==> src/logic/fwg_defs.svh <==
// Timing constants for the floppy write gate and erase controller.
`ifndef FWG_DEFS_SVH
`define FWG_DEFS_SVH
`define FWG_CLK_HZ           10000000
`define FWG_ERASE_ON_US      400
`define FWG_ERASE_OFF_US     800
`define FWG_ERASE_ON_CYC     ((`FWG_ERASE_ON_US * (`FWG_CLK_HZ / 1000000)))
`define FWG_ERASE_OFF_CYC    ((`FWG_ERASE_OFF_US * (`FWG_CLK_HZ / 1000000)))
`define FWG_READ_PULSE_NS    500
`define FWG_CLK_PERIOD_NS    100
`define FWG_READ_PULSE_CYC   ((`FWG_READ_PULSE_NS + `FWG_CLK_PERIOD_NS - 1) / `FWG_CLK_PERIOD_NS)
`define FWG_CNT_W            14
`define FWG_RP_W             4
`define FWG_SYNC_IDLE        7'h1F
`endif

==> src/logic/fwg_pkg.sv <==
// Types for the floppy write gate and erase controller.
package fwg_pkg;
   typedef enum logic [1:0] {
      ERASE_OFF,
      ERASE_WAIT_ON,
      ERASE_ON,
      ERASE_WAIT_OFF
   } fwg_erase_t;

   typedef struct packed {
      logic headA;
      logic headB;
   } fwg_head_t;
endpackage

==> src/logic/fwg_write_erase_ctrl.sv <==
// Floppy drive write gating, head toggle, erase timing and read pulse shaping.
`include "fwg_defs.svh"
`timescale 1ns/100ps
`default_nettype none
module fwg_write_erase_ctrl
   import fwg_pkg::*;
(
   input  wire logic core_clk,
   input  wire logic resetn,
   input  wire logic writeGateLine_n,
   input  wire logic writePulseLine_n,
   input  wire logic protectTabSwitch,
   input  wire logic stepperMoving,
   input  wire logic driveSelect_n,
   input  wire logic supplyGood,
   input  wire logic readComparator,
   output logic      readPulseLine_n,
   output logic      writeInProgress,
   output logic      writeCurrentEn,
   output fwg_head_t headDrive,
   output logic      eraseDrive
);
   // All asynchronous inputs pass two flip-flops before use.
   localparam int NIN = 7;
   // Synchroniser reset levels: every interface line reads false, protect
   // and stepper read busy and the comparator reads low. Nothing can start a
   // write, and the edge detectors see no false edge when reset ends.
   localparam logic [NIN-1:0] IN_IDLE = `FWG_SYNC_IDLE;
   localparam int NSHOT = 2;
   logic [1:0]              rstSync_r;
   logic                    rstn;
   logic [NIN-1:0]          inRaw;
   logic [NIN-1:0]          inS1_r;
   logic [NIN-1:0]          inS2_r;
   logic                    gateT;
   logic                    pulseT;
   logic                    protT;
   logic                    stepT;
   logic                    selT;
   logic                    supT;
   logic                    cmpS;
   logic                    cmpPrev_r;
   logic                    wpPrev_r;
   logic                    writeCtl;
   logic                    readHold;
   fwg_erase_t              eraseState_r;
   logic [`FWG_CNT_W-1:0]   eraseCnt_r;
   logic                    toggle_r;
   wire logic [NSHOT-1:0]   shotOn;

   // One edge decode serves the write pulse and both read one-shots.
   // A true third argument selects the rising edge, false the falling one.
   function automatic logic edge_seen(input logic cur,
                                      input logic prev,
                                      input logic rising);
      return rising ? (cur && !prev) : (!cur && prev);
   endfunction

   always_ff @(posedge core_clk or negedge resetn) begin
      if (!resetn) rstSync_r <= 2'h0;
      else rstSync_r <= {rstSync_r[0], 1'b1};
   end
   assign rstn = rstSync_r[1];

   assign inRaw = {readComparator, supplyGood, driveSelect_n, stepperMoving,
                   protectTabSwitch, writePulseLine_n, writeGateLine_n};
   always_ff @(posedge core_clk or negedge rstn) begin
      if (!rstn) begin
         inS1_r <= IN_IDLE;
         inS2_r <= IN_IDLE;
      end else begin
         inS1_r <= inRaw;
         inS2_r <= inS1_r;
      end
   end

   // Interface lines are low true; local switch levels are high true.
   assign gateT  = ~inS2_r[0];
   assign pulseT = ~inS2_r[1];
   assign protT  = inS2_r[2];
   assign stepT  = inS2_r[3];
   assign selT   = ~inS2_r[4];
   assign supT   = inS2_r[5];
   assign cmpS   = inS2_r[6];

   // Stepper busy blocks writing for its whole stepping cycle.
   assign writeCtl = gateT & ~protT & ~stepT & selT;

   // Write-in-progress ignores the supply; only the current drivers are gated,
   // so a supply dip stops head current while the host still sees a write.
   always_ff @(posedge core_clk or negedge rstn) begin
      if (!rstn) begin
         writeInProgress <= 1'b0;
         writeCurrentEn  <= 1'b0;
      end else begin
         writeInProgress <= writeCtl;
         writeCurrentEn  <= writeCtl & supT;
      end
   end

   always_ff @(posedge core_clk or negedge rstn) begin
      if (!rstn) wpPrev_r <= 1'b0;
      else wpPrev_r <= pulseT;
   end

   // Toggle on the trailing edge of each write pulse; cleared when idle.
   always_ff @(posedge core_clk or negedge rstn) begin
      if (!rstn) toggle_r <= 1'b0;
      else if (!writeCtl) toggle_r <= 1'b0;
      else if (edge_seen(pulseT, wpPrev_r, 1'b0)) toggle_r <= ~toggle_r;
   end

   always_ff @(posedge core_clk or negedge rstn) begin
      if (!rstn) headDrive <= '{headA: 1'b1, headB: 1'b1};
      else if (!writeCtl) headDrive <= '{headA: 1'b1, headB: 1'b1};
      else headDrive <= '{headA: toggle_r, headB: ~toggle_r};
   end

   // Erase delays are counted; a short write drop restarts the on delay.
   // Counters make both delays exact to one clock, and a write that returns
   // during the off delay keeps erase on without a gap in the tunnel band.
   always_ff @(posedge core_clk or negedge rstn) begin
      if (!rstn) begin
         eraseState_r <= ERASE_OFF;
         eraseCnt_r   <= '0;
      end else begin
         case (eraseState_r)
            ERASE_OFF: begin
               eraseCnt_r <= '0;
               if (writeCtl) eraseState_r <= ERASE_WAIT_ON;
            end
            ERASE_WAIT_ON: begin
               if (!writeCtl) begin
                  eraseState_r <= ERASE_OFF;
                  eraseCnt_r   <= '0;
               end else if (eraseCnt_r == `FWG_CNT_W'(`FWG_ERASE_ON_CYC - 1)) begin
                  eraseState_r <= ERASE_ON;
                  eraseCnt_r   <= '0;
               end else eraseCnt_r <= eraseCnt_r + 1'b1;
            end
            ERASE_ON: begin
               eraseCnt_r <= '0;
               if (!writeCtl) eraseState_r <= ERASE_WAIT_OFF;
            end
            ERASE_WAIT_OFF: begin
               if (writeCtl) begin
                  eraseState_r <= ERASE_ON;
                  eraseCnt_r   <= '0;
               end else if (eraseCnt_r == `FWG_CNT_W'(`FWG_ERASE_OFF_CYC - 1)) begin
                  eraseState_r <= ERASE_OFF;
                  eraseCnt_r   <= '0;
               end else eraseCnt_r <= eraseCnt_r + 1'b1;
            end
            default: begin
               eraseState_r <= ERASE_OFF;
               eraseCnt_r   <= '0;
            end
         endcase
      end
   end

   // Erase driver output is active low, as an open-collector erase stage expects.
   always_ff @(posedge core_clk or negedge rstn) begin
      if (!rstn) eraseDrive <= 1'b1;
      else eraseDrive <= ~((eraseState_r == ERASE_ON) ||
                           (eraseState_r == ERASE_WAIT_OFF));
   end

   always_ff @(posedge core_clk or negedge rstn) begin
      if (!rstn) cmpPrev_r <= 1'b0;
      else cmpPrev_r <= cmpS;
   end

   // Deselect or an active write clears both one-shots at once.
   assign readHold = !selT || writeCtl;

   // Shot 0 fires on falling comparator edges, shot 1 on rising ones. A new
   // edge restarts a running shot rather than stretching it, so the read line
   // stays low until the later of the two shots has run out.
   genvar gi;
   generate
      for (gi = 0; gi < NSHOT; gi++) begin : gShot
         logic [`FWG_RP_W-1:0] cnt_r;
         always_ff @(posedge core_clk or negedge rstn) begin
            if (!rstn) begin
               cnt_r <= '0;
            end else if (readHold) begin
               cnt_r <= '0;
            end else if (edge_seen(cmpS, cmpPrev_r, gi == 1)) begin
               cnt_r <= `FWG_RP_W'(`FWG_READ_PULSE_CYC);
            end else if (cnt_r != '0) begin
               cnt_r <= cnt_r - 1'b1;
            end
         end
         assign shotOn[gi] = (cnt_r != '0);
      end
   endgenerate

   // Both shots share the one read line, low true toward the host.
   always_ff @(posedge core_clk or negedge rstn) begin
      if (!rstn) readPulseLine_n <= 1'b1;
      else readPulseLine_n <= ~(|shotOn);
   end
endmodule
`default_nettype wire

==> config.mk <==
export PLATFORM = sky130hd
export DESIGN_NAME = fwg_write_erase_ctrl
export DESIGN_NICKNAME = d
export VERILOG_FILES = /design/src/logic/fwg_pkg.sv /design/src/logic/fwg_write_erase_ctrl.sv
export VERILOG_INCLUDE_DIRS = /design/src /design/src/logic
export SDC_FILE = /design/constraint.sdc
export NUM_CORES = 1
export LEC_CHECK = 0
export BUFFER_PORTS_ARGS = -buffer_cell sky130_fd_sc_hd__buf_4
export CAP_MARGIN = 10
export CORE_MARGIN = 2
export CORE_UTILIZATION = 45
export CTS_CLUSTER_DIAMETER = 150
export DETAILED_ROUTE_END_ITERATION = 16
export GPL_TIMING_DRIVEN = 0
export PLACE_DENSITY_LB_ADDON = 0.08
export SYNTH_ARGS = -nofsm -noshare
export SYNTH_HDL_FRONTEND = slang
export SYNTH_SLANG_ARGS = --single-unit
==> constraint.sdc <==
create_clock -name core_clk -period 1.57 [get_ports core_clk]
set_input_delay 0.314 -clock core_clk [delete_from_list [all_inputs] [get_ports core_clk]]
set_output_delay 0.314 -clock core_clk [all_outputs]
set_load 0.05 [all_outputs]
# ---- Yosys cells after proc, flatten, opt, wreduce, memory -nomap -nowiden
# Index checks and enable logic that the tools add are counted.
dict set report totals {
  reg_bits 49
  in_bits 9
  out_inout_bits 6
  word_cells 77
}
dict set report op_classes {
  add_sub_neg 3
  n_eq_ne 10
  n_mux 21
  bitwise 12
  n_reduce_logical 15
}
# operator n
set ops {}
lappend ops {{$mux 14} 4}
lappend ops {{$pmux 14 s3} 1}
lappend ops {{$mux 4} 6}
lappend ops {{$add 14x1->14 const B} 1}
lappend ops {{$eq 14x12->1 const B} 1}
lappend ops {{$eq 14x13->1 const B} 1}
lappend ops {{$mux 2} 7}
lappend ops {{$not 1->1} 8}
lappend ops {{$pmux 2 s4} 1}
lappend ops {{$reduce_bool 4->1} 2}
lappend ops {{$sub 4x1->4 const B} 2}
lappend ops {{$ne 3x3->1 const B} 2}
lappend ops {{$reduce_bool 3->1} 2}
lappend ops {{$and 1x1->1} 4}
lappend ops {{$eq 2x2->1 const B} 2}
lappend ops {{$ne 2x2->1 const B} 2}
lappend ops {{$reduce_and 4->1} 1}
lappend ops {{$reduce_or 2->1} 2}
lappend ops {{$logic_and 1x1->1} 3}
lappend ops {{$eq 2x1->1 const B} 1}
lappend ops {{$logic_not 1->1} 2}
lappend ops {{$logic_not 2->1} 1}
lappend ops {{$logic_or 1x1->1} 2}
lappend ops {{$mux 1} 2}
lappend ops {{$ne 2x1->1 const B} 1}

# ---- Depth between registers and ports, before layout
# Gate-level depths: netlist of the first run.
dict set report logic_depth {
  depth_word 6
  ltp_mapped 6
}

# ---- Worst setup path after synthesis of the first run
# No wires, ideal clock.
dict set report synth_timing {
  path_type {register to register}
  startpoint {register inS2_r[2]}
  endpoint {register eraseCnt_r[11]}
  setup_time_ns 0.119
  arrival_ns 1.456
  required_time_ns 1.451
  setup_slack_ns -0.005
  path_stages_with_launch 7
  n_path_buf 1
  cell_sequence {dfstp_2 or4_4 clkinv_4 nor3_2 a32oi_4 buf_6 nor2_1}
}
dict set report synth_via {
  elab_chain_cells 6
}
# element line_no
set synth_rtl {}
lappend synth_rtl {{start, declared} fwg_write_erase_ctrl.sv:34} ;# logic [NIN-1:0] inS2_r;
lappend synth_rtl {{start signal, assigned} fwg_write_erase_ctrl.sv:73} ;# inS2_r <= inS1_r;
lappend synth_rtl {{$not 1->1 (*)} fwg_write_erase_ctrl.sv:87} ;# assign writeCtl = gateT & ~protT & ~stepT & selT;
lappend synth_rtl {{$and 1x1->1 (*) (3 in series)} fwg_write_erase_ctrl.sv:87}
lappend synth_rtl {{via writeCtl} fwg_write_erase_ctrl.sv:44} ;# logic writeCtl;
lappend synth_rtl {{$mux 14 (on tied branches)} {fwg_write_erase_ctrl.sv:146, fwg_write_erase_ctrl.sv:133}}
lappend synth_rtl {{$pmux 14 s3 (*)} fwg_write_erase_ctrl.sv:127} ;# case (eraseState_r)
lappend synth_rtl {{end signal, assigned} fwg_write_erase_ctrl.sv:139} ;# end else eraseCnt_r <= eraseCnt_r + 1'b1;
lappend synth_rtl {{end signal, assigned} fwg_write_erase_ctrl.sv:152} ;# end else eraseCnt_r <= eraseCnt_r + 1'b1;
lappend synth_rtl {{end, declared} fwg_write_erase_ctrl.sv:47} ;# logic [`FWG_CNT_W-1:0] eraseCnt_r;
# Mark *: on every way through the listed nets, which the timed path passes. The rest lies on a longest branch.
# A chain may end at the register's enable or synchronous reset.

# ---- Worst setup path after layout of the first run
dict set report layout_timing {
  startpoint {register inS2_r[4]}
  endpoint {register eraseCnt_r[1]}
}
dict set report layout_via {
  elab_chain_cells 4
}
# element line_no
set layout_rtl {}
lappend layout_rtl {{$not 1->1 (*)} fwg_write_erase_ctrl.sv:82} ;# assign selT = ~inS2_r[4];
lappend layout_rtl {{$and 1x1->1 (*)} fwg_write_erase_ctrl.sv:87}
lappend layout_rtl {{via writeCtl} fwg_write_erase_ctrl.sv:44}
lappend layout_rtl {{$mux 14 (on tied branches)} {fwg_write_erase_ctrl.sv:146, fwg_write_erase_ctrl.sv:133}}
lappend layout_rtl {{$pmux 14 s3 (*)} fwg_write_erase_ctrl.sv:127}
# Marked as above.

==> impl_table.tex, run 1 <==
\begin{tabular}{lr}
\hline
Metric & Value \\
\hline
\multicolumn{2}{l}{\textbf{Timing}} \\
Final period demand of the worst path & 1.62 ns \\
Count of endpoints failing setup in the final report & 12 \\
Setup WS post-layout & -0.0465 ns \\
Setup Skew & 0.00580 ns \\
Final hold violation count & 0 \\
Max Fclk & 0.619 GHz \\
Slew Viols, Final & 0 \\
RSZ-0062 raised after global routing & yes \\
Transition time of the tightest slew-check pin & 0.540 ns \\
Max\_slew headroom & 64.0\% \\
Fin crit share & 103\% \\
\multicolumn{2}{l}{\textbf{Logic synthesis}} \\
Cell Area, Synth & 0.00199 mm\^{}2 \\
Mapped Cells & 170 \\
Proportion of netlist area held by the largest area contributor & 44.0\% \\
Synthesis Warnings & 0 \\
Syn nets & 183 \\
Top cell type by total area after synthesis & sky130\_fd\_sc\_hd\_\_dfrtp\_1 \\
Synthesis-stage register bit count & 49 \\
Leading cell types by total area after synthesis & sky130\_fd\_sc\_hd\_\_dfrtp\_1 (44\%), sky130\_fd\_sc\_hd\_\_dfstp\_2 (18\%), sky130\_fd\_sc\_hd\_\_nor2\_1 (4.5\%), sky130\_fd\_sc\_hd\_\_xor2\_1 (4.4\%), sky130\_fd\_sc\_hd\_\_nand4\_1 (2.8\%) \\
Mapped Avg Cell Area & 11.7 um\^{}2 \\
Count of cell types in the netlist & 36 \\
Share of synthesized area occupied by flip-flops and latches & 62.4\% \\
\multicolumn{2}{l}{\textbf{Global routing}} \\
Pin count of the biggest net entering global routing & 26 \\
Initial antenna violation count & 0 \\
Vias in the first global route & 1309 \\
Global-route wire length before repair & 6.14 mm \\
Global Route Usage Sum & 15.8\% \\
Overflow after GRT & 0 \\
\multicolumn{2}{l}{\textbf{Floorplanning}} \\
Floorplan die area & 0.00497 mm\^{}2 \\
Initial Util & 46.4\% \\
Core region area & 0.00429 mm\^{}2 \\
Horizontal die dimension & 70.5 um \\
Die Height & 70.5 um \\
Standard-cell row count & 24 \\
I/O pins & 15 \\
\multicolumn{2}{l}{\textbf{Status}} \\
Violations in the final reports & setup timing \\
Run status & finished with violations \\
\multicolumn{2}{l}{\textbf{Worst setup path}} \\
Top fanout value on the critical path & 4 \\
Startpoint kind of the worst setup timing path & register \\
Endpoint arrival time on the critical path & 1.85 ns \\
Reg-to-reg slack, setup & -0.05 ns \\
Kind of critical path & reg2reg \\
Nature of the critical path endpoint & register \\
Worst path required time & 1.80 ns \\
\multicolumn{2}{l}{\textbf{Pwr}} \\
Leakage power total & 1.07 nW \\
Part of the power in the clock network & 34.5\% \\
Internal cell power & 2.25 mW \\
Total power density per cell area & 1240 mW/mm\^{}2 \\
Part of the total power dissipated in sequential elements & 48.2\% \\
Switching fraction of total power & 26.3\% \\
Maximum VDD drop & 0.000595 V \\
Net Switching & 0.803 mW \\
Combinational cell fraction of total power & 17.2\% \\
\multicolumn{2}{l}{\textbf{Route}} \\
Vias after detailed routing & 1340 \\
DRC marker count from the first detailed-route iteration & 35 \\
Via-to-Cell Ratio & 5.21 \\
Wire length reported by the detailed router & 3.56 mm \\
Count of unresolved DRC violations after routing & 0 \\
Detailed-route wire length per cell & 13.9 um \\
Number of nets still failing antenna checks after routing & 0 \\
First drt pass iteration count & 6 \\
\multicolumn{2}{l}{\textbf{Clocking}} \\
TritonCTS clock tree & built \\
Sink count of the clock tree & 49 \\
H-tree depth & 2 \\
Clock Latency Late Sink & 0.30 ns \\
Num CTS Buffers & 5 \\
Clock buffer depth & 2 \\
CTS clk-pin slew, worst paths & 0.09 ns \\
CTS root buf & sky130\_fd\_sc\_hd\_\_clkbuf\_8 \\
\multicolumn{2}{l}{\textbf{Cells and area}} \\
Layout Cell Area excl Fill & 0.00247 mm\^{}2 \\
Commonest cells after routing, fill and taps aside & sky130\_fd\_sc\_hd\_\_dfrtp\_1 (33), sky130\_fd\_sc\_hd\_\_buf\_4 (24), sky130\_fd\_sc\_hd\_\_nor2\_1 (16) \\
Most frequent standard cell in the layout excluding fill and tap cells & sky130\_fd\_sc\_hd\_\_dfrtp\_1 \\
Final Net Count & 217 \\
Fraction of final layout cells sized beyond drive strength 1 & 36.1\% \\
Area growth from synthesis to layout & 24.1\% \\
Number of diodes & 0 \\
\multicolumn{2}{l}{\textbf{Place}} \\
Port Buffer Count & 14 \\
Half-perimeter wire length after detailed placement & 2.40 mm \\
Weighted congestion at the end of routability-driven global placement & 0.788 \\
Placement Setup Slack & -0.110 ns \\
Area post-placement & 0.00219 mm\^{}2 \\
\multicolumn{2}{l}{\textbf{Job}} \\
Max-cap violation count & 0 \\
\multicolumn{2}{l}{\textbf{Worst hold path}} \\
Class of the tightest hold or removal check & in2reg \\
\hline
\end{tabular}
path summary, 6_finish.rpt:
| check | startpoint | end | cells past startpoint |
|---|---|---|---|
| max in group asynchronous | rstSync_r[1] | readPulseLine_n | 1 |
| hold / removal | writeGateLine_n | inS1_r[0] | 1 |
| min in group asynchronous | rstSync_r[1] | async pin | 0 |
| setup / recovery | inS2_r[4] | eraseCnt_r[1] | 6 |
| setup reg to reg | inS2_r[4] | eraseCnt_r[1] | 6 |
| hold reg to reg | rstSync_r[1] | async pin | 0 |
state kept, by name, summed over array words and instances (netlist names), named ones only:
register         count
readPulseLine_n      1
wpPrev_r             1
toggle_r             1
headDrive            2
eraseState_r         1
eraseCnt_r          14
cmpPrev_r            1
gShot.cnt_r          8
rstSync_r            2
writeCurrentEn       1
inS1_r               7
inS2_r               7
writeInProgress      1
eraseDrive           1
layer usage:
layer	up-vias	share of wire (%)	global-route usage [%]
li1	644	-	-
met1	663	43	20.9
met2	25	52	25.3
met3	8	3.7	3.85
met4	0	2.1	6.50
met5	-	0	0
final cells by class:
cell class	count	area, um^2
Buffer	3	21.3
Clock buffer	5	68.8
Clock inverter	3	68.8
Fill cell	387	1820
Inverter	10	42.5
Multi-Input combinational cell	108	729
Sequential cell	49	1250
Tap cell	52	65.1
Timing Repair Buffer	27	229
cells by family (layout without fill, tap and decap cells):
family | Yosys count | after routing | share of synthesized area, %
compound gates | 15 | 15 | 5.59
xor+xnor | 16 | 16 | 7.03
fa+ha+maj | 4 | 4 | 2.51
buf+inv | 13 | 48 | 3.20
flops | 49 | 49 | 62.4
other cells | 1 | 1 | 0.188
simple gates | 72 | 72 | 19.0
power groups by stage:
stage	sequential, mW	clock, mW	combinational (mW)
after global routing	1.49	1.15	0.600
final	1.47	1.06	0.527
after global placement	1.50	0	0.480
after detailed placement	1.50	0	0.523
after floorplan	1.52	0	0.367
after CTS	1.48	1.09	0.534
Yosys cell counts:
cell type and count:
sky130_fd_sc_hd__a211oi_1 2, sky130_fd_sc_hd__a21oi_1 8, sky130_fd_sc_hd__a22o_1 1, sky130_fd_sc_hd__a31o_2 1
sky130_fd_sc_hd__a31oi_1 1, sky130_fd_sc_hd__a32oi_4 1, sky130_fd_sc_hd__and2_1 1, sky130_fd_sc_hd__and3_1 3
sky130_fd_sc_hd__and3b_1 1, sky130_fd_sc_hd__and4_1 2, sky130_fd_sc_hd__and4bb_2 1, sky130_fd_sc_hd__buf_2 2
sky130_fd_sc_hd__buf_6 1, sky130_fd_sc_hd__clkinv_4 1, sky130_fd_sc_hd__conb_1 1, sky130_fd_sc_hd__dfrtp_1 35
sky130_fd_sc_hd__dfstp_2 14, sky130_fd_sc_hd__ha_1 4, sky130_fd_sc_hd__inv_1 9, sky130_fd_sc_hd__nand2_1 12
sky130_fd_sc_hd__nand2b_1 3, sky130_fd_sc_hd__nand3_1 2, sky130_fd_sc_hd__nand4_1 9, sky130_fd_sc_hd__nor2_1 24
sky130_fd_sc_hd__nor2b_1 1, sky130_fd_sc_hd__nor3_1 5, sky130_fd_sc_hd__nor3_2 1, sky130_fd_sc_hd__nor3b_1 1
sky130_fd_sc_hd__nor4_1 1, sky130_fd_sc_hd__nor4bb_1 1, sky130_fd_sc_hd__o21ai_0 1, sky130_fd_sc_hd__or2_2 2
sky130_fd_sc_hd__or3_1 1, sky130_fd_sc_hd__or4_4 1, sky130_fd_sc_hd__xnor2_1 6, sky130_fd_sc_hd__xor2_1 10
repair_timing:
action | CTS | global route
hold buffers | 1 | 0
setup buffers | 7 | 3
hold endpoints to repair | 2 | 0
pin swaps | 3 | 2
gates resized for setup | 6 | 11
endpoints found under the setup margin | 11 | 15
gates cloned | 1 | 0
worst max-delay path, cell delays in order (launching register included):
cell and delay (ns):
sky130_fd_sc_hd__dfstp_2 0.38, sky130_fd_sc_hd__or4_4 0.56, sky130_fd_sc_hd__clkinv_4 0.08, sky130_fd_sc_hd__buf_4 0.12, sky130_fd_sc_hd__a32oi_4 0.12, sky130_fd_sc_hd__buf_4 0.17
sky130_fd_sc_hd__nor2b_2 0.11
metrics by stage:
step | cells | power [mW] | hold WS [ns] | util [%] | TNS [ns]
after global placement | 236 | 1.98 | 0.0966 | 50.3 | -11.36
after global routing | 257 | 3.24 | 0.0906 | 57.5 | -1.26
after detailed placement | 237 | 2.02 | 0.0971 | 51.0 | -1.12
after floorplan | 170 | 1.89 | 0.0184 | - | 0
final | 257 | 3.06 | 0.113 | 57.5 | -0.499
after CTS | 254 | 3.10 | 0.100 | 56.2 | -0.825
Power figures use the tool's default switching activity.
==> inputs of run 2 (changes only) <==
==> constraint.sdc (replaced) <==
create_clock -name core_clk -period 2.08 [get_ports core_clk]
set_input_delay 0.416 -clock core_clk [delete_from_list [all_inputs] [get_ports core_clk]]
set_output_delay 0.416 -clock core_clk [all_outputs]
set_load 0.05 [all_outputs]
==> impl_table.tex, run 2 (synthesis gave the netlist of run 1 again) <==
\begin{tabular}{lr}
\hline
Metric & Value \\
\hline
\multicolumn{2}{l}{\textbf{Status}} \\
Run status & completed \\
\multicolumn{2}{l}{\textbf{Floorplanning}} \\
Initial Util & 46.4\% (unchanged) \\
Core region area & 0.00429 mm\^{}2 (unchanged) \\
Horizontal die dimension & 70.5 um (unchanged) \\
Die Height & 70.5 um (unchanged) \\
Standard-cell row count & 24 (unchanged) \\
I/O pins & 15 (unchanged) \\
Floorplan die area & 0.00497 mm\^{}2 (unchanged) \\
\multicolumn{2}{l}{\textbf{Route}} \\
First drt pass iteration count & 4 (-2) \\
Number of nets still failing antenna checks after routing & 0 (unchanged) \\
Vias after detailed routing & 1249 (-6.8\%) \\
DRC marker count from the first detailed-route iteration & 54 (+54\%) \\
Count of unresolved DRC violations after routing & 0 (unchanged) \\
Via-to-Cell Ratio & 5.08 (-2.6\%) \\
Detailed-route wire length per cell & 12.6 um (-9.4\%) \\
Wire length reported by the detailed router & 3.09 mm (-13\%) \\
\multicolumn{2}{l}{\textbf{Global routing}} \\
Global Route Usage Sum & 14.2\% (-1.6 points) \\
Global-route wire length before repair & 5.63 mm (-8.3\%) \\
Initial antenna violation count & 0 (unchanged) \\
Vias in the first global route & 1278 (-2.4\%) \\
Pin count of the biggest net entering global routing & 36 (+38\%) \\
Overflow after GRT & 0 (unchanged) \\
\multicolumn{2}{l}{\textbf{Cells and area}} \\
Final Net Count & 206 (-5.1\%) \\
Final core utilization & 53.6\% (-4.0 points) \\
Number of diodes & 0 (unchanged) \\
Fraction of final layout cells sized beyond drive strength 1 & 24.7\% (-11 points) \\
Commonest cells after routing, fill and taps aside & sky130\_fd\_sc\_hd\_\_dfrtp\_1 (34), sky130\_fd\_sc\_hd\_\_nor2\_1 (24), sky130\_fd\_sc\_hd\_\_dfstp\_2 (14), sky130\_fd\_sc\_hd\_\_buf\_4 (14), sky130\_fd\_sc\_hd\_\_nand2\_1 (12) \\
Most frequent standard cell in the layout excluding fill and tap cells & sky130\_fd\_sc\_hd\_\_dfrtp\_1 \\
Sequential cell area in the final layout & 0.00124 mm\^{}2 (-0.10\%) \\
Largest reg by FF count & eraseCnt\_r \\
Area of combinational cells with multiple inputs & 684 um\^{}2 (-6.2\%) \\
Area growth from synthesis to layout & 15.5\% \\
Registers with the most flip-flops & eraseCnt\_r (14), gShot.cnt\_r (8) \\
Number of flip-flops in the largest register & 14 (unchanged) \\
Count of non-filler cells in the finished layout & 246 (-4.3\%) \\
Layout Cell Area excl Fill & 0.00230 mm\^{}2 (-6.9\%) \\
Filler Cells Inserted & 403 (+4.1\%) \\
\multicolumn{2}{l}{\textbf{Timing}} \\
Final hold violation count & 0 (unchanged) \\
Count of endpoints failing setup in the final report & 0 (-12) \\
Max Fclk & 0.584 GHz (-5.6\%) \\
RSZ-0062 raised after global routing & no \\
Final period demand of the worst path & 1.71 ns (+0.0954 ns) \\
Setup Skew & 0.00869 ns (+0.00289 ns) \\
Fin crit share & 82.3\% (-21 points) \\
Accumulated negative setup slack & 0 ns (+0.499 ns) \\
Fin Hold WS & 0.162 ns (+0.0489 ns) \\
Setup WS post-layout & 0.368 ns (+0.415 ns) \\
Slew Viols, Final & 0 (unchanged) \\
\multicolumn{2}{l}{\textbf{Clocking}} \\
CTS root buf & sky130\_fd\_sc\_hd\_\_clkbuf\_8 \\
Sink count of the clock tree & 49 (unchanged) \\
CTS clk-pin slew, worst paths & 0.09 ns (about the same) \\
H-tree depth & 2 (unchanged) \\
Num CTS Buffers & 5 (unchanged) \\
Clock Latency Late Sink & 0.29 ns (about the same) \\
Number of gates resized after cts & 0 (-6) \\
Clock buffer depth & 2 (unchanged) \\
TritonCTS clock tree & built \\
Post-CTS repair timing setup buffer count & 0 (-7) \\
\multicolumn{2}{l}{\textbf{Place}} \\
Weighted congestion at the end of routability-driven global placement & 0.811 (+3.0\%) \\
Total instance count after detailed placement & 237 (unchanged) \\
Half-perimeter wire length after detailed placement & 2.26 mm (-5.8\%) \\
Placement Setup Slack & 0.368 ns (+0.478 ns) \\
Port Buffer Count & 14 (unchanged) \\
Area post-placement & 0.00218 mm\^{}2 (-0.34\%) \\
\multicolumn{2}{l}{\textbf{Worst setup path}} \\
Nature of the critical path endpoint & register \\
Kind of critical path & reg2reg \\
Endpoint arrival time on the critical path & 1.90 ns (+0.05 ns) \\
Master of the slowest instance on the critical path & sky130\_fd\_sc\_hd\_\_or4\_4 \\
Cell chain of the critical path & or4\_4, clkinv\_4, nor3\_2, a32oi\_4, buf\_6, nor2\_1 \\
Top fanout value on the critical path & 10 (+6) \\
Startpoint kind of the worst setup timing path & register \\
Delay contributed by the slowest stage of the critical path & 0.58 ns (+0.02 ns) \\
Worst path required time & 2.26 ns (+0.46 ns) \\
\multicolumn{2}{l}{\textbf{Pwr}} \\
Part of the total power dissipated in sequential elements & 51.4\% (+3.2 points) \\
Sum of internal, switching and leakage power & 2.16 mW (-29\%) \\
Maximum VDD drop & 0.000508 V (-15\%) \\
Switching fraction of total power & 27.3\% (+0.98 points) \\
Internal cell power & 1.57 mW (-30\%) \\
Leakage power total & 1.00 nW (-6.6\%) \\
Part of the power in the clock network & 30.4\% (-4.1 points) \\
Total power density per cell area & 937 mW/mm\^{}2 (-24\%) \\
Combinational cell fraction of total power & 18.2\% (+1.0 points) \\
Net Switching & 0.588 mW (-27\%) \\
\multicolumn{2}{l}{\textbf{Job}} \\
Max-cap violation count & 0 (unchanged) \\
\multicolumn{2}{l}{\textbf{Worst hold path}} \\
Class of the tightest hold or removal check & reg2async \\
\hline
\end{tabular}
run 2: final cells by class:
class | count | area share (%)
Multi-Input combinational cell | 108 | 29.7
Inverter | 10 | 1.85
Clock buffer | 6 | 3.15
Buffer | 3 | 0.924
Clock inverter | 2 | 1.52
Timing Repair Buffer | 16 | 5.87
Tap cell | 52 | 2.83
Sequential cell | 49 | 54.1
run 2: what timing repair did:
item	4_1_cts	5_1_grt
hold buffers	1	0
endpoints found under the hold margin	2	0
endpoints found under the setup margin	0	0
run 2: critical path, delay by kind of cell, from the launching register on:
kind / cells / cell delay (ns)
compound gates: 1 / 0.24
buf+inv: 2 / 0.29
flops: 1 / 0.38
simple gates: 3 / 0.69
run 2: path summary, 6_finish.rpt:
path / slack (ns) / start / to / depth (start not counted)
max in group asynchronous: 1.37 / rstSync_r[1] / inS1_r[4] / 1
min: 0.16 / rstSync_r[1] / eraseCnt_r[7] / 0
min in group core_clk: 0.22 / writePulseLine_n / inS1_r[1] / 1
max reg2reg: 0.37 / inS2_r[2] / eraseCnt_r[9] / 6
min reg2reg: 0.16 / rstSync_r[1] / eraseCnt_r[7] / 0
max: 0.37 / inS2_r[2] / eraseCnt_r[9] / 6
run 2: layer usage:
layer  vias to the layer above  track usage (%)  wire [um]
met5                         -                0          0
met4                         0             3.77         25
met3                         4             4.84        101
met2                        17             22.5       1490
met1                       611             18.9       1470
li1                        617                -          -
run 2: power groups by stage:
stage / Combinational [mW] / Sequential, mW / Clock [mW]
final: 0.393 / 1.11 / 0.655
after floorplan: 0.277 / 1.15 / 0
after global routing: 0.463 / 1.12 / 0.717
after global placement: 0.360 / 1.13 / 0
after detailed placement: 0.394 / 1.13 / 0
after CTS: 0.398 / 1.11 / 0.681
==> inputs of run 3 (changes only) <==
==> constraint.sdc (replaced) <==
create_clock -name core_clk -period 1.7 [get_ports core_clk]
set_input_delay 0.34 -clock core_clk [delete_from_list [all_inputs] [get_ports core_clk]]
set_output_delay 0.34 -clock core_clk [all_outputs]
set_load 0.05 [all_outputs]
==> impl_table.tex, run 3 (synthesis gave the netlist of run 1 again) <==
\begin{tabular}{lr}
\hline
Metric & Value \\
\hline
\multicolumn{2}{l}{\textbf{Status}} \\
Run status & completed \\
\multicolumn{2}{l}{\textbf{Clocking}} \\
TritonCTS clock tree & built \\
Sink count of the clock tree & 49 (unchanged) \\
CTS root buf & sky130\_fd\_sc\_hd\_\_clkbuf\_8 \\
Num CTS Buffers & 5 (unchanged) \\
CTS clk-pin slew, worst paths & 0.09 ns (about the same) \\
Clock Latency Late Sink & 0.29 ns (about the same) \\
Clock buffer depth & 2 (unchanged) \\
H-tree depth & 2 (unchanged) \\
\multicolumn{2}{l}{\textbf{Cells and area}} \\
Number of flip-flops in the largest register & 14 (unchanged) \\
Most frequent standard cell in the layout excluding fill and tap cells & sky130\_fd\_sc\_hd\_\_dfrtp\_1 \\
Registers with the most flip-flops & eraseCnt\_r (14), gShot.cnt\_r (8) \\
Fraction of final layout cells sized beyond drive strength 1 & 28.9\% (+4.1 points) \\
Area growth from synthesis to layout & 19.3\% \\
Commonest cells after routing, fill and taps aside & sky130\_fd\_sc\_hd\_\_dfrtp\_1 (34), sky130\_fd\_sc\_hd\_\_nor2\_1 (23), sky130\_fd\_sc\_hd\_\_buf\_4 (20) \\
Largest reg by FF count & eraseCnt\_r \\
Final Net Count & 213 (+3.4\%) \\
Final core utilization & 55.3\% (+1.7 points) \\
Number of diodes & 0 (unchanged) \\
\multicolumn{2}{l}{\textbf{Pwr}} \\
Internal cell power & 1.92 mW (+22\%) \\
Leakage power total & 1.04 nW (+3.6\%) \\
Switching fraction of total power & 27.2\% (about the same) \\
Net Switching & 0.719 mW (+22\%) \\
Part of the total power dissipated in sequential elements & 51.4\% (about the same) \\
Total power density per cell area & 1110 mW/mm\^{}2 (+19\%) \\
Combinational cell fraction of total power & 18.3\% (about the same) \\
Maximum VDD drop & 0.000622 V (+22\%) \\
Part of the power in the clock network & 30.3\% (about the same) \\
\multicolumn{2}{l}{\textbf{Floorplanning}} \\
Standard-cell row count & 24 (unchanged) \\
Die Height & 70.5 um (unchanged) \\
Floorplan die area & 0.00497 mm\^{}2 (unchanged) \\
Horizontal die dimension & 70.5 um (unchanged) \\
Initial Util & 46.4\% (unchanged) \\
Core region area & 0.00429 mm\^{}2 (unchanged) \\
I/O pins & 15 (unchanged) \\
\multicolumn{2}{l}{\textbf{Route}} \\
Vias after detailed routing & 1284 (+2.8\%) \\
First drt pass iteration count & 4 (unchanged) \\
Number of nets still failing antenna checks after routing & 0 (unchanged) \\
Detailed-route wire length per cell & 12.7 um (+1.5\%) \\
DRC marker count from the first detailed-route iteration & 50 (-7.4\%) \\
Via-to-Cell Ratio & 5.08 (about the same) \\
Wire length reported by the detailed router & 3.23 mm (+4.4\%) \\
Count of unresolved DRC violations after routing & 0 (unchanged) \\
\multicolumn{2}{l}{\textbf{Timing}} \\
Slew Viols, Final & 0 (unchanged) \\
Max Fclk & 0.599 GHz (+2.5\%) \\
RSZ-0062 raised after global routing & yes \\
Setup Skew & 0.00907 ns (+0.000383 ns) \\
Fin crit share & 98.2\% (+16 points) \\
Accumulated negative setup slack & 0 ns (unchanged) \\
Count of endpoints failing setup in the final report & 0 (unchanged) \\
Final hold violation count & 0 (unchanged) \\
Final period demand of the worst path & 1.67 ns (-0.0419 ns) \\
\multicolumn{2}{l}{\textbf{Worst setup path}} \\
Cell chain of the critical path & or4\_4, inv\_8, nor3\_4, a32oi\_4, buf\_6, nor2\_1 \\
Worst path required time & 1.88 ns (-0.38 ns) \\
Top fanout value on the critical path & 5 (-5) \\
Endpoint arrival time on the critical path & 1.85 ns (-0.05 ns) \\
Delay contributed by the slowest stage of the critical path & 0.59 ns (about the same) \\
Kind of critical path & reg2reg \\
Nature of the critical path endpoint & register \\
Number of buffer and inverter instances along the worst setup path & 2 (unchanged) \\
Master of the slowest instance on the critical path & sky130\_fd\_sc\_hd\_\_or4\_4 \\
Startpoint kind of the worst setup timing path & register \\
Category of cells accounting for the largest share of critical-path delay & simple AND/OR/NAND/NOR gates \\
\multicolumn{2}{l}{\textbf{Place}} \\
Half-perimeter wire length after detailed placement & 2.26 mm (unchanged) \\
Port Buffer Count & 14 (unchanged) \\
Weighted congestion at the end of routability-driven global placement & 0.811 (unchanged) \\
\multicolumn{2}{l}{\textbf{Worst hold path}} \\
Class of the tightest hold or removal check & in2reg \\
\multicolumn{2}{l}{\textbf{Global routing}} \\
Overflow after GRT & 0 (unchanged) \\
Pin count of the biggest net entering global routing & 36 (unchanged) \\
Global Route Usage Sum & 14.5\% (+0.27 points) \\
Vias in the first global route & 1296 (+1.4\%) \\
Global-route wire length before repair & 5.75 mm (+2.1\%) \\
Initial antenna violation count & 0 (unchanged) \\
\multicolumn{2}{l}{\textbf{Job}} \\
Max-cap violation count & 0 (unchanged) \\
\hline
\end{tabular}
==> run 3: area by class of cell <==
| class | count | area, um^2 |
|---|---|---|
| Inverter | 10 | 45.0 |
| Tap cell | 52 | 65.1 |
| Fill cell | 395 | 1920 |
| Buffer | 3 | 21.3 |
| Multi-Input combinational cell | 108 | 701 |
| Sequential cell | 49 | 1240 |
| Clock buffer | 6 | 72.6 |
| Timing Repair Buffer | 23 | 191 |
| Clock inverter | 2 | 35.0 |
==> run 3: routing by layer <==
layer  wire length (um)  vias up  track usage [%]
met5                  0        -                0
met4                 25        0             3.77
met3                132        4             4.84
met2               1570       25             23.1
met1               1500      626             19.2
li1                   -      629                -
==> run 3: path summary, 6_finish.rpt <==
path / endpoint / slack (ns) / from / depth (start not counted)
max: eraseCnt_r[9] / 0.03 / inS2_r[4] / 6
min: inS1_r[1] / 0.15 / writePulseLine_n / 1
max reg2reg: eraseCnt_r[9] / 0.03 / inS2_r[4] / 6
min reg2reg: eraseCnt_r[7] / 0.16 / rstSync_r[1] / 0
max in group asynchronous: inS1_r[4] / 0.99 / rstSync_r[1] / 1
min in group asynchronous: eraseCnt_r[7] / 0.16 / rstSync_r[1] / 0
==> run 3: what timing repair did <==
| item | 4_1_cts | 5_1_grt |
|---|---|---|
| endpoints found under the setup margin | 10 | 15 |
| cloned | 1 | 0 |
| buffers inserted | 2 | 4 |
| gates resized for setup | 2 | 5 |
| endpoints found under the hold margin | 2 | 0 |
| hold buffers | 1 | 0 |
| pin swaps | 1 | 4 |
==> run 3: power by group through the flow <==
stage	Combinational [mW]	Sequential, mW	Clock, mW
floorplan	0.339	1.41	0
global placement	0.440	1.38	0
detailed placement	0.482	1.38	0
CTS	0.488	1.36	0.833
global route	0.569	1.37	0.881
finish	0.484	1.36	0.800
==> run 3: per-stage QoR <==
step                      power (mW)  cell area [um^2]  cells  setup WS [ns]  hold WS, ns
after global placement          1.82              2160    236         -0.193        0.122
final                           2.64              2380    253         0.0300        0.146
after floorplan                 1.74              1990    170          0.125       0.0444
after global routing            2.82              2380    253       -0.00805        0.118
after detailed placement        1.86              2180    237        -0.0119        0.123
after CTS                       2.68              2330    249        0.00355        0.131
